### config.mk
export PLATFORM = sky130hd
export DESIGN_NAME = ssc_top
export DESIGN_NICKNAME = d
export VERILOG_FILES = /design/src/hw/ssc_pkg.sv /design/src/hw/ssc_top.sv /design/src/hw/ssc_sync.sv
export VERILOG_INCLUDE_DIRS = /design/src /design/src/hw
export SDC_FILE = /design/constraint.sdc
export NUM_CORES = 1
export LEC_CHECK = 0
export ABC_AREA = 1
export BUFFER_PORTS_ARGS = -buffer_cell sky130_fd_sc_hd__clkbuf_2
export CAP_MARGIN = 25
export CORE_MARGIN = 2
export CORE_UTILIZATION = 46
export DETAILED_ROUTE_END_ITERATION = 7
export PLACE_DENSITY = 0.85
export SLEW_MARGIN = 20
export SYNTH_ARGS = -nofsm -noshare
export SYNTH_HDL_FRONTEND = slang
export SYNTH_SLANG_ARGS = --single-unit
### constraint.sdc
create_clock -name aclk -period 2.35 [get_ports aclk]
set_input_delay 0.235 -clock aclk [delete_from_list [all_inputs] [get_ports aclk]]
set_output_delay 0.235 -clock aclk [all_outputs]
set_load 0.01 [all_outputs]
### src/hw/ssc_defines.svh
// constants for the strap capture and serial configuration select block
//
// How it works
// - port-used strap of ports 2 and 3: one means used, zero unused.
// - once straps are taken, those pins drive the green port LEDs.
// - mode select high puts the shared pins on the EEPROM master.
// - mode select low puts the shared pins on the SMBus slave.
// - clock strap low at reset release lets the hub initiate U1/U2.
// - clock strap high: ports never initiate U1/U2, still accept them.
// - clock strap is ignored whenever the data strap was taken high.
// - data strap high at reset release disables U1 and U2.
// - data strap low at reset release keeps U1 and U2 enabled.
// - with a loaded configuration, its disable bit decides U1/U2.
// - with its present bit set, the configuration overrides the clock strap in either mode.
`ifndef SSC_DEFINES_SVH
`define SSC_DEFINES_SVH

`define SSC_ADDR_W 4
`define SSC_ADDR_STATUS 4'h0
`define SSC_ADDR_DEVCFG 4'h4

`define SSC_DEVCFG_LP_DIS 0
`define SSC_DEVCFG_PRESENT 1
`define SSC_DEVCFG_RESET 2'h0

`define SSC_ST_PORT2 0
`define SSC_ST_PORT3 1
`define SSC_ST_CLK 2
`define SSC_ST_DAT 3
`define SSC_ST_MODE 4
`define SSC_ST_DONE 5
`define SSC_ST_LP_EN 6
`define SSC_ST_INIT_EN 7

`define SSC_RESP_OKAY 2'h0
`define SSC_RESP_SLVERR 2'h2

// synchroniser depth plus one edge to settle
`define SSC_SETTLE_W 2
`define SSC_SETTLE_LAST 2'h2

`endif

### src/hw/ssc_pkg.sv
// types shared by the strap capture and serial configuration select block
package ssc_pkg;

    typedef struct packed {
        logic port3_used;
        logic port2_used;
        logic serial_data_strap;
        logic serial_clock_strap;
    } ssc_straps_t;

    typedef struct packed {
        logic initiate_enable;
        logic enable;
    } ssc_lp_t;

    typedef enum logic [0:0] {
        SSC_SETTLE,
        SSC_RUN
    } ssc_state_t;

endpackage : ssc_pkg

### src/hw/ssc_top.sv
// strap capture, U1/U2 policy and serial pin routing with AXI4-Lite regs
`timescale 1ns/1ns
`include "ssc_defines.svh"
`default_nettype none
module ssc_top
    import ssc_pkg::*;
(
    input wire logic aclk,
    input wire logic aresetn,
    // axi4-lite slave
    input wire logic [`SSC_ADDR_W-1:0] s_axi_awaddr,
    input wire logic s_axi_awvalid,
    output logic s_axi_awready,
    input wire logic [31:0] s_axi_wdata,
    input wire logic [3:0] s_axi_wstrb,
    input wire logic s_axi_wvalid,
    output logic s_axi_wready,
    output logic [1:0] s_axi_bresp,
    output logic s_axi_bvalid,
    input wire logic s_axi_bready,
    input wire logic [`SSC_ADDR_W-1:0] s_axi_araddr,
    input wire logic s_axi_arvalid,
    output logic s_axi_arready,
    output logic [31:0] s_axi_rdata,
    output logic [1:0] s_axi_rresp,
    output logic s_axi_rvalid,
    input wire logic s_axi_rready,
    // pins
    input wire logic serial_mode_select_n,
    input wire logic serial_clock_pin_in,
    output logic serial_clock_pin_out,
    output logic serial_clock_pin_oe,
    input wire logic serial_data_pin_in,
    output logic serial_data_pin_out,
    output logic serial_data_pin_oe,
    input wire logic port2_green_led_used_strap_in,
    output logic port2_green_led_used_strap_out,
    output logic port2_green_led_used_strap_oe,
    input wire logic port3_green_led_used_strap_in,
    output logic port3_green_led_used_strap_out,
    output logic port3_green_led_used_strap_oe,
    // hub core side
    input wire logic [1:0] green_led_on,
    output logic [1:0] port_used,
    output var ssc_lp_t low_power,
    output logic straps_valid,
    // eeprom master engine side
    input wire logic eeprom_scl_drive_low,
    input wire logic eeprom_sda_drive_low,
    // smbus slave engine side
    input wire logic smbus_sda_drive_low,
    // synchronised pin levels and clock edges for both engines
    output logic serial_clock_level,
    output logic serial_data_level,
    output logic serial_clock_rise,
    output logic serial_clock_fall,
    output logic eeprom_mode
);

    ////////////////////////////////////////////////////////////////////////
    // pin synchronisation

    logic [4:0] pins_sync;
    logic clk_prev;

    ssc_sync #(
        .WIDTH(5)
    ) u_sync (
        .aclk(aclk),
        .aresetn(aresetn),
        .async_in({serial_mode_select_n, port3_green_led_used_strap_in,
                   port2_green_led_used_strap_in, serial_data_pin_in,
                   serial_clock_pin_in}),
        .sync_out(pins_sync)
    );

    logic clk_s;
    logic dat_s;
    logic p2_s;
    logic p3_s;
    logic mode_s;

    assign clk_s = pins_sync[0];
    assign dat_s = pins_sync[1];
    assign p2_s = pins_sync[2];
    assign p3_s = pins_sync[3];
    assign mode_s = pins_sync[4];

    // edges are found on the synchronised copy only
    always_ff @(posedge aclk) begin
        if (!aresetn) begin
            clk_prev <= 1'b0;
        end else begin
            clk_prev <= clk_s;
        end
    end

    assign serial_clock_level = clk_s;
    assign serial_data_level = dat_s;
    assign serial_clock_rise = clk_s && !clk_prev;
    assign serial_clock_fall = !clk_s && clk_prev;
    assign eeprom_mode = mode_s;

    ////////////////////////////////////////////////////////////////////////
    // strap capture

    ssc_state_t state;
    logic [`SSC_SETTLE_W-1:0] settle_cnt;
    ssc_straps_t straps;
    logic captured;

    assign captured = (state == SSC_RUN);
    assign straps_valid = captured;

    // the pins are sampled a fixed time after release so the
    // synchroniser holds the level the board strapped at release
    always_ff @(posedge aclk) begin
        if (!aresetn) begin
            state <= SSC_SETTLE;
            settle_cnt <= '0;
        end else begin
            case (state)
                SSC_SETTLE: begin
                    if (settle_cnt == `SSC_SETTLE_LAST) begin
                        state <= SSC_RUN;
                    end else begin
                        settle_cnt <= settle_cnt + 1'b1;
                    end
                end
                SSC_RUN: begin
                    state <= SSC_RUN;
                end
                default: begin
                    state <= SSC_SETTLE;
                end
            endcase
        end
    end

    always_ff @(posedge aclk) begin
        if (!aresetn) begin
            straps <= '0;
        end else if (state == SSC_SETTLE &&
                     settle_cnt == `SSC_SETTLE_LAST) begin
            straps.port2_used <= p2_s;
            straps.port3_used <= p3_s;
            straps.serial_clock_strap <= clk_s;
            straps.serial_data_strap <= dat_s;
        end
    end

    assign port_used = {straps.port3_used, straps.port2_used};

    ////////////////////////////////////////////////////////////////////////
    // register file

    logic [1:0] devcfg;
    logic aw_held;
    logic w_held;
    logic [`SSC_ADDR_W-1:0] aw_addr;
    logic [31:0] w_data;
    logic [3:0] w_strb;
    logic do_write;
    logic [31:0] status_word;

    assign s_axi_awready = !aw_held && !s_axi_bvalid;
    assign s_axi_wready = !w_held && !s_axi_bvalid;
    assign s_axi_arready = !s_axi_rvalid;
    assign do_write = aw_held && w_held && !s_axi_bvalid;

    always_ff @(posedge aclk) begin
        if (!aresetn) begin
            aw_held <= 1'b0;
            aw_addr <= '0;
        end else if (s_axi_awvalid && s_axi_awready) begin
            aw_held <= 1'b1;
            aw_addr <= s_axi_awaddr;
        end else if (do_write) begin
            aw_held <= 1'b0;
        end
    end

    always_ff @(posedge aclk) begin
        if (!aresetn) begin
            w_held <= 1'b0;
            w_data <= '0;
            w_strb <= '0;
        end else if (s_axi_wvalid && s_axi_wready) begin
            w_held <= 1'b1;
            w_data <= s_axi_wdata;
            w_strb <= s_axi_wstrb;
        end else if (do_write) begin
            w_held <= 1'b0;
        end
    end

    always_ff @(posedge aclk) begin
        if (!aresetn) begin
            s_axi_bvalid <= 1'b0;
            s_axi_bresp <= `SSC_RESP_OKAY;
        end else if (do_write) begin
            s_axi_bvalid <= 1'b1;
            s_axi_bresp <= (aw_addr == `SSC_ADDR_DEVCFG ||
                            aw_addr == `SSC_ADDR_STATUS) ?
                           `SSC_RESP_OKAY : `SSC_RESP_SLVERR;
        end else if (s_axi_bready) begin
            s_axi_bvalid <= 1'b0;
        end
    end

    // status is read-only; a write to it is accepted and dropped
    always_ff @(posedge aclk) begin
        if (!aresetn) begin
            devcfg <= `SSC_DEVCFG_RESET;
        end else if (do_write && aw_addr == `SSC_ADDR_DEVCFG &&
                     w_strb[0]) begin
            devcfg <= w_data[1:0];
        end
    end

    always_comb begin
        status_word = '0;
        status_word[`SSC_ST_PORT2] = straps.port2_used;
        status_word[`SSC_ST_PORT3] = straps.port3_used;
        status_word[`SSC_ST_CLK] = straps.serial_clock_strap;
        status_word[`SSC_ST_DAT] = straps.serial_data_strap;
        status_word[`SSC_ST_MODE] = mode_s;
        status_word[`SSC_ST_DONE] = captured;
        status_word[`SSC_ST_LP_EN] = low_power.enable;
        status_word[`SSC_ST_INIT_EN] = low_power.initiate_enable;
    end

    always_ff @(posedge aclk) begin
        if (!aresetn) begin
            s_axi_rvalid <= 1'b0;
            s_axi_rdata <= '0;
            s_axi_rresp <= `SSC_RESP_OKAY;
        end else if (s_axi_arvalid && s_axi_arready) begin
            s_axi_rvalid <= 1'b1;
            case (s_axi_araddr)
                `SSC_ADDR_STATUS: begin
                    s_axi_rdata <= status_word;
                    s_axi_rresp <= `SSC_RESP_OKAY;
                end
                `SSC_ADDR_DEVCFG: begin
                    s_axi_rdata <= {30'h0, devcfg};
                    s_axi_rresp <= `SSC_RESP_OKAY;
                end
                default: begin
                    s_axi_rdata <= '0;
                    s_axi_rresp <= `SSC_RESP_SLVERR;
                end
            endcase
        end else if (s_axi_rready) begin
            s_axi_rvalid <= 1'b0;
        end
    end

    ////////////////////////////////////////////////////////////////////////
    // U1/U2 policy

    ssc_lp_t next_low_power;
    logic cfg_present;
    logic cfg_lp_dis;

    assign cfg_present = devcfg[`SSC_DEVCFG_PRESENT];
    assign cfg_lp_dis = devcfg[`SSC_DEVCFG_LP_DIS];

    // acceptance of partner-requested entry follows enable alone
    always_comb begin
        if (!captured) begin
            next_low_power = '0;
        end else if (cfg_present) begin
            next_low_power.enable = !cfg_lp_dis;
            next_low_power.initiate_enable = !cfg_lp_dis;
        end else if (straps.serial_data_strap) begin
            next_low_power = '0;
        end else begin
            next_low_power.enable = 1'b1;
            next_low_power.initiate_enable =
                !straps.serial_clock_strap;
        end
    end

    always_ff @(posedge aclk) begin
        if (!aresetn) begin
            low_power <= '0;
        end else begin
            low_power <= next_low_power;
        end
    end

    ////////////////////////////////////////////////////////////////////////
    // pin drivers

    // open-drain: out stays low, oe pulls the wire; nothing is driven
    // until capture so the board straps are never overridden
    assign serial_clock_pin_out = 1'b0;
    assign serial_data_pin_out = 1'b0;

    always_ff @(posedge aclk) begin
        if (!aresetn) begin
            serial_clock_pin_oe <= 1'b0;
            serial_data_pin_oe <= 1'b0;
        end else if (!captured) begin
            serial_clock_pin_oe <= 1'b0;
            serial_data_pin_oe <= 1'b0;
        end else if (mode_s) begin
            serial_clock_pin_oe <= eeprom_scl_drive_low;
            serial_data_pin_oe <= eeprom_sda_drive_low;
        end else begin
            serial_clock_pin_oe <= 1'b0;
            serial_data_pin_oe <= smbus_sda_drive_low;
        end
    end

    // led pins are active low, driven once the used straps are held
    always_ff @(posedge aclk) begin
        if (!aresetn) begin
            port2_green_led_used_strap_oe <= 1'b0;
            port3_green_led_used_strap_oe <= 1'b0;
            port2_green_led_used_strap_out <= 1'b1;
            port3_green_led_used_strap_out <= 1'b1;
        end else begin
            port2_green_led_used_strap_oe <= captured;
            port3_green_led_used_strap_oe <= captured;
            port2_green_led_used_strap_out <= !green_led_on[0];
            port3_green_led_used_strap_out <= !green_led_on[1];
        end
    end
endmodule : ssc_top
`default_nettype wire

### src/hw/ssc_sync.sv
// two-flop synchroniser, one lane per bit
`timescale 1ns/1ns
`default_nettype none
module ssc_sync #(
    parameter int WIDTH = 1
) (
    input wire logic aclk,
    input wire logic aresetn,
    input wire logic [WIDTH-1:0] async_in,
    output logic [WIDTH-1:0] sync_out
);
    logic [WIDTH-1:0] stage1;

    for (genvar i = 0; i < WIDTH; i++) begin : g_lane
        always_ff @(posedge aclk) begin
            if (!aresetn) begin
                stage1[i] <= 1'b0;
                sync_out[i] <= 1'b0;
            end else begin
                stage1[i] <= async_in[i];
                sync_out[i] <= stage1[i];
            end
        end
    end
endmodule : ssc_sync
`default_nettype wire

* Word level (Yosys, flattened, before mapping)
Cells that the tools add are included.
** Word-level totals
- Input port bits :: 61
- Output and inout bits :: 59
- Register bits after elaboration :: 74
** Operators by class
- Mux-type cells :: 15
- Equality and inequality tests :: 3
- Bitwise logic cells :: 2
- Add/sub/neg operators :: 1
- Reduce and logical (&&, ||, !) cells :: 33
** Operator list (number)
- one-hot mux 8 bit (2 select lines) :: 1
- logical AND 1 bit :: 12
- logical NOT 1 bit :: 10
- 2-to-1 mux 1 bit :: 9
- equality test 4 x 3 -> 1 bit (second input constant) :: 2
- logical NOT 4 bit :: 2
- 2-to-1 mux 2 bit :: 4
- nonzero test 2 bit :: 4
- AND reduction 2 bit :: 2
- AND reduction 3 bit :: 1
- adder 2 x 1 -> 2 bit (second input constant) :: 1
- equality test 2 bit (second input constant) :: 1
- NOT 1 bit :: 2
- one-hot mux 1 bit (2 select lines) :: 1
- OR reduction 2 bit :: 1
- logical OR 1 bit :: 1

* Logic depth before layout (Yosys ltp)
- Depth after elaboration :: 4
- Gate-level depth with buffers :: 7
- Mapped depth without buffers :: 7

* Modules after synthesis
Synthesis repeated with hierarchy kept, for this count alone.
** Second synthesis, totals
- Cells, all modules :: 260
- Area total of the unflattened synthesis :: 2023.2 µm²
** By module, submodules not included
- ssc_top :: area an instance 1736.7 µm², cells each 229, sequential area each 760.7 µm², times used 1
- ssc_sync :: area an instance 286.5 µm², cells each 31, sequential area each 200.2 µm², times used 1

* Least setup slack after synthesis
No wires, ideal clock.
- Path kind :: flip-flop to flip-flop
- From :: reg settle_cnt[0]
- To :: reg straps, in the netlist status_word[3]
- Data required time :: 2231 ps
- Setup slack :: 1242 ps
- Period minus slack after synthesis :: 1108 ps
- Data arrival time :: 989 ps
- Cell stages (with the launch flop) :: 8
- Path buffers :: 0
- Path through :: dfxtp_1 -> inv_1 -> ha_1 -> inv_1 -> nor2_1 -> inv_1 -> o21ai_0 -> a21oi_1
** On the way
- Longest elaborated chain between the ends :: 2
** RTL lines
- from (decl) :: line ssc_top.sv:108 : logic [`SSC_SETTLE_W-1:0] settle_cnt;
- from (signal assigned) :: line ssc_top.sv:127 : settle_cnt <= settle_cnt + 1'b1;
- equality test 2 bit (no source line)
- logical AND 1 bit (no source line)
- to (decl) :: line ssc_top.sv:109 : ssc_straps_t straps;
No other way between the ends.
A chain may end at the register's enable or synchronous reset.

* Final worst setup path
Same ends and word-level chain as after synthesis.

==> flow_metrics.env <==
export IMPL_antenna_found_initial=0
export IMPL_synth_seq_cells=48
export IMPL_postCtsSetupBuffers=0
export IMPL_grt_overflow_total=0
export IMPL_final_setup_tns_ns=0
export IMPL_dieArea_um2=4910
export IMPL_portBuffers=58
export IMPL_die_y_um=70.1
export IMPL_slew_violations=0
export IMPL_drv_cap=0
export IMPL_dr_pass1_iters=4
export IMPL_wire_per_inst_um=9.55
export IMPL_worstSetupStartpointType="flop"
export IMPL_synth_area_per_cell_um2=7.72
export IMPL_via_per_inst=4.42
export IMPL_cts_sinks=48
export IMPL_power_density_nw_per_um2=795
export IMPL_io_pins=120
export IMPL_hold_buffers=0
export IMPL_vias=1626
export IMPL_grt_pass1_vias=1379
export IMPL_start_util_pct=47.1
export IMPL_yosys_cell_types_count=21
export IMPL_critPathRequiredTime_ns=2.53
export IMPL_yosys_warnings=0
export IMPL_crit_path_max_fanout=5
export IMPL_fp_dieW_um=70.1
export IMPL_fin_crit_ns=1.27
export IMPL_hpwlAfterDp_um=2750
export IMPL_nFillCells=413
export IMPL_finalClockSkew_ns=0.00439
export IMPL_min_delay_path_class="primary input to flop"
export IMPL_area_delta_synth_final_pct=14.6
export IMPL_drc_errors=0
export IMPL_grt_first_pass_wirelength_um=5790
export IMPL_final_period_utilization_pct=53.9
export IMPL_path_class="flop to flop"
export IMPL_setup_viol_count_final=0
export IMPL_hold_viol=0
export IMPL_rows=24
export IMPL_leakage_nw=1.22
export IMPL_holdWs_ns=0.0909
export IMPL_end_kind="flop"
export IMPL_worstSkewPairLatency_ns=0.29
export IMPL_r2r_start="settle_cnt[0]$_SDFFE_PN0P_"
export IMPL_final_nets=377
export IMPL_fmax_mhz=789
export IMPL_drive_above_1_share_pct=23.4
export IMPL_synth_seq_area_share_pct=47.9
export IMPL_rrSetupSlack_ns=1.08
export IMPL_clkTransAtPathRegs_ns=0.08
export IMPL_status="finished clean"
export IMPL_gp_congestion=0.749
export IMPL_antenna_cells=0
export IMPL_track_usage_pct=14.7
export IMPL_syn_instance_count=260
export IMPL_critPathArrivalTime_ns=1.45
export IMPL_drt_iter0_drc=71
export IMPL_rsz0062_at_grt="no"
export IMPL_cts_root_buffer="clkbuf_8"
export IMPL_cts_tree="done"
export IMPL_syn_area_um2=2010
export IMPL_cts_made_buffers=5
export IMPL_cts_buffer_depth=2
export IMPL_htreeDepth=2
export IMPL_peakVddDrop_v=0.000369
export IMPL_routed_wl_um=3520
export IMPL_antenna_left=0
export IMPL_grt_max_degree=20
export IMPL_worstRegToRegCells=7
export IMPL_crit_path_start="settle_cnt[0]$_SDFFE_PN0P_"
export IMPL_cp_endpoint="status_word[3]$_SDFFE_PN0P_"
export IMPL_coreArea_um2=4260
export IMPL_worstReg2RegEnd="status_word[3]$_SDFFE_PN0P_"
export IMPL_cts_resized_gates=0
==> routing by layer <==
layer	vias to the layer above	part of all wire, %	track usage [%]
met5	-	0	0
met4	0	0.77	4.70
met3	2	7.0	5.48
met2	54	53	25.9
met1	729	39	16.2
li1	841	-	-
==> synth_stat cells <==
cell type  number  area [um^2]
ha_1            1         12.5
o21ai_0        14         70.1
a31oi_1         1         6.26
buf_4          33          248
nand3_1         9         45.0
dfxtp_1        48          961
buf_6           1         11.3
nand2_1        41          154
or2_2           1         6.26
inv_1          36          135
nand2_2         1         6.26
conb_1          1         3.75
buf_2           4         20.0
xor2_1          1         8.76
nor2_1         39          146
nor2_4          3         33.8
a21oi_1        18         90.1
o21a_1          1         7.51
nor2_2          2         12.5
inv_2           1         3.75
nand4_1         4         25.0
==> power breakdown <==
| group | internal, mW | switching, mW |
|---|---|---|
| sequential | 0.895 | 0.0435 |
| clock | 0.316 | 0.252 |
| combinational | 0.116 | 0.205 |
| total | 1.33 | 0.500 |
==> worst max-delay path, cell delays in order (launching register included) <==
cell     delay, ns
dfxtp_1       0.30
inv_1         0.08
ha_1          0.17
inv_1         0.04
nor2_1        0.22
inv_1         0.13
o21ai_0       0.15
a21oi_1       0.06
==> worst min path at each step <==
stage / from / to / slack, ns / cells after the start
2_1_floorplan: green_led_on[0] / port2_green_led_used_strap_out$_SDFF_PN1_ / 0.30 / 1
3_3_place_gp: green_led_on[0] / port2_green_led_used_strap_out$_SDFF_PN1_ / 0.39 / 2
3_5_place_dp: green_led_on[1] / port3_green_led_used_strap_out$_SDFF_PN1_ / 0.39 / 2
4_1_cts: green_led_on[1] / port3_green_led_used_strap_out$_SDFF_PN1_ / 0.08 / 2
5_1_grt: green_led_on[1] / port3_green_led_used_strap_out$_SDFF_PN1_ / 0.07 / 2
6_report: green_led_on[1] / port3_green_led_used_strap_out$_SDFF_PN1_ / 0.09 / 2
==> kinds of logic (layout without fill, tap and decap cells) <==
family,after synthesis,count (layout),share of synthesized area (%)
flops,48,48,47.9
fa+ha+maj,1,1,0.623
other cells,1,28,0.187
buf+inv,75,104,20.8
simple gates,100,100,21.4
xor+xnor,1,1,0.436
compound gates,34,34,8.67
==> layout by cell type, fill, tap and decap left out <==
cell and n:
a21oi_1 18, a31oi_1 1, buf_4 1, bufinv_16 1, clkbuf_1 1, clkbuf_2 58
clkbuf_8 5, clkinv_2 1, conb_1 28, dfxtp_1 48, ha_1 1, inv_1 36
inv_2 1, nand2_1 41, nand2_2 1, nand3_1 9, nand4_1 4, nor2_1 39
nor2_2 2, nor2_4 3, o21a_1 1, o21ai_0 14, or2_2 1, xor2_1 1
==> stage by stage <==
step | util (%) | setup WS [ns] | cell area, um^2 | std cells | total power, mW
after floorplan | - | 1.24 | 2110 | 287 | 1.23
after global placement | 51.4 | 1.13 | 2190 | 360 | 1.27
after detailed placement | 51.4 | 1.09 | 2190 | 360 | 1.28
after CTS | 53.9 | 1.07 | 2300 | 368 | 1.85
after global routing | 53.9 | 0.912 | 2300 | 368 | 1.94
final | 53.9 | 1.08 | 2300 | 368 | 1.83
==> final cells by class <==
class	count	area (um^2)	area share, %
Clock inverter	2	35.0	1.52
Clock buffer	6	72.6	3.16
Tap cell	52	65.1	2.83
Multi-Input combinational cell	164	729	31.7
Inverter	37	139	6.04
Timing Repair Buffer	59	298	12.9
Sequential cell	48	961	41.8
==> flip-flops by register name, summed over array words and instances, names as in the netlist, 2 cells and up <==
name	flops
aw_addr	4
port_used	2
devcfg	2
s_axi_rdata	8
settle_cnt	2
status_word	2
u_sync.sync_out	5
low_power	2
u_sync.stage1	5
w_data	2
Power figures use the tool's default switching activity.
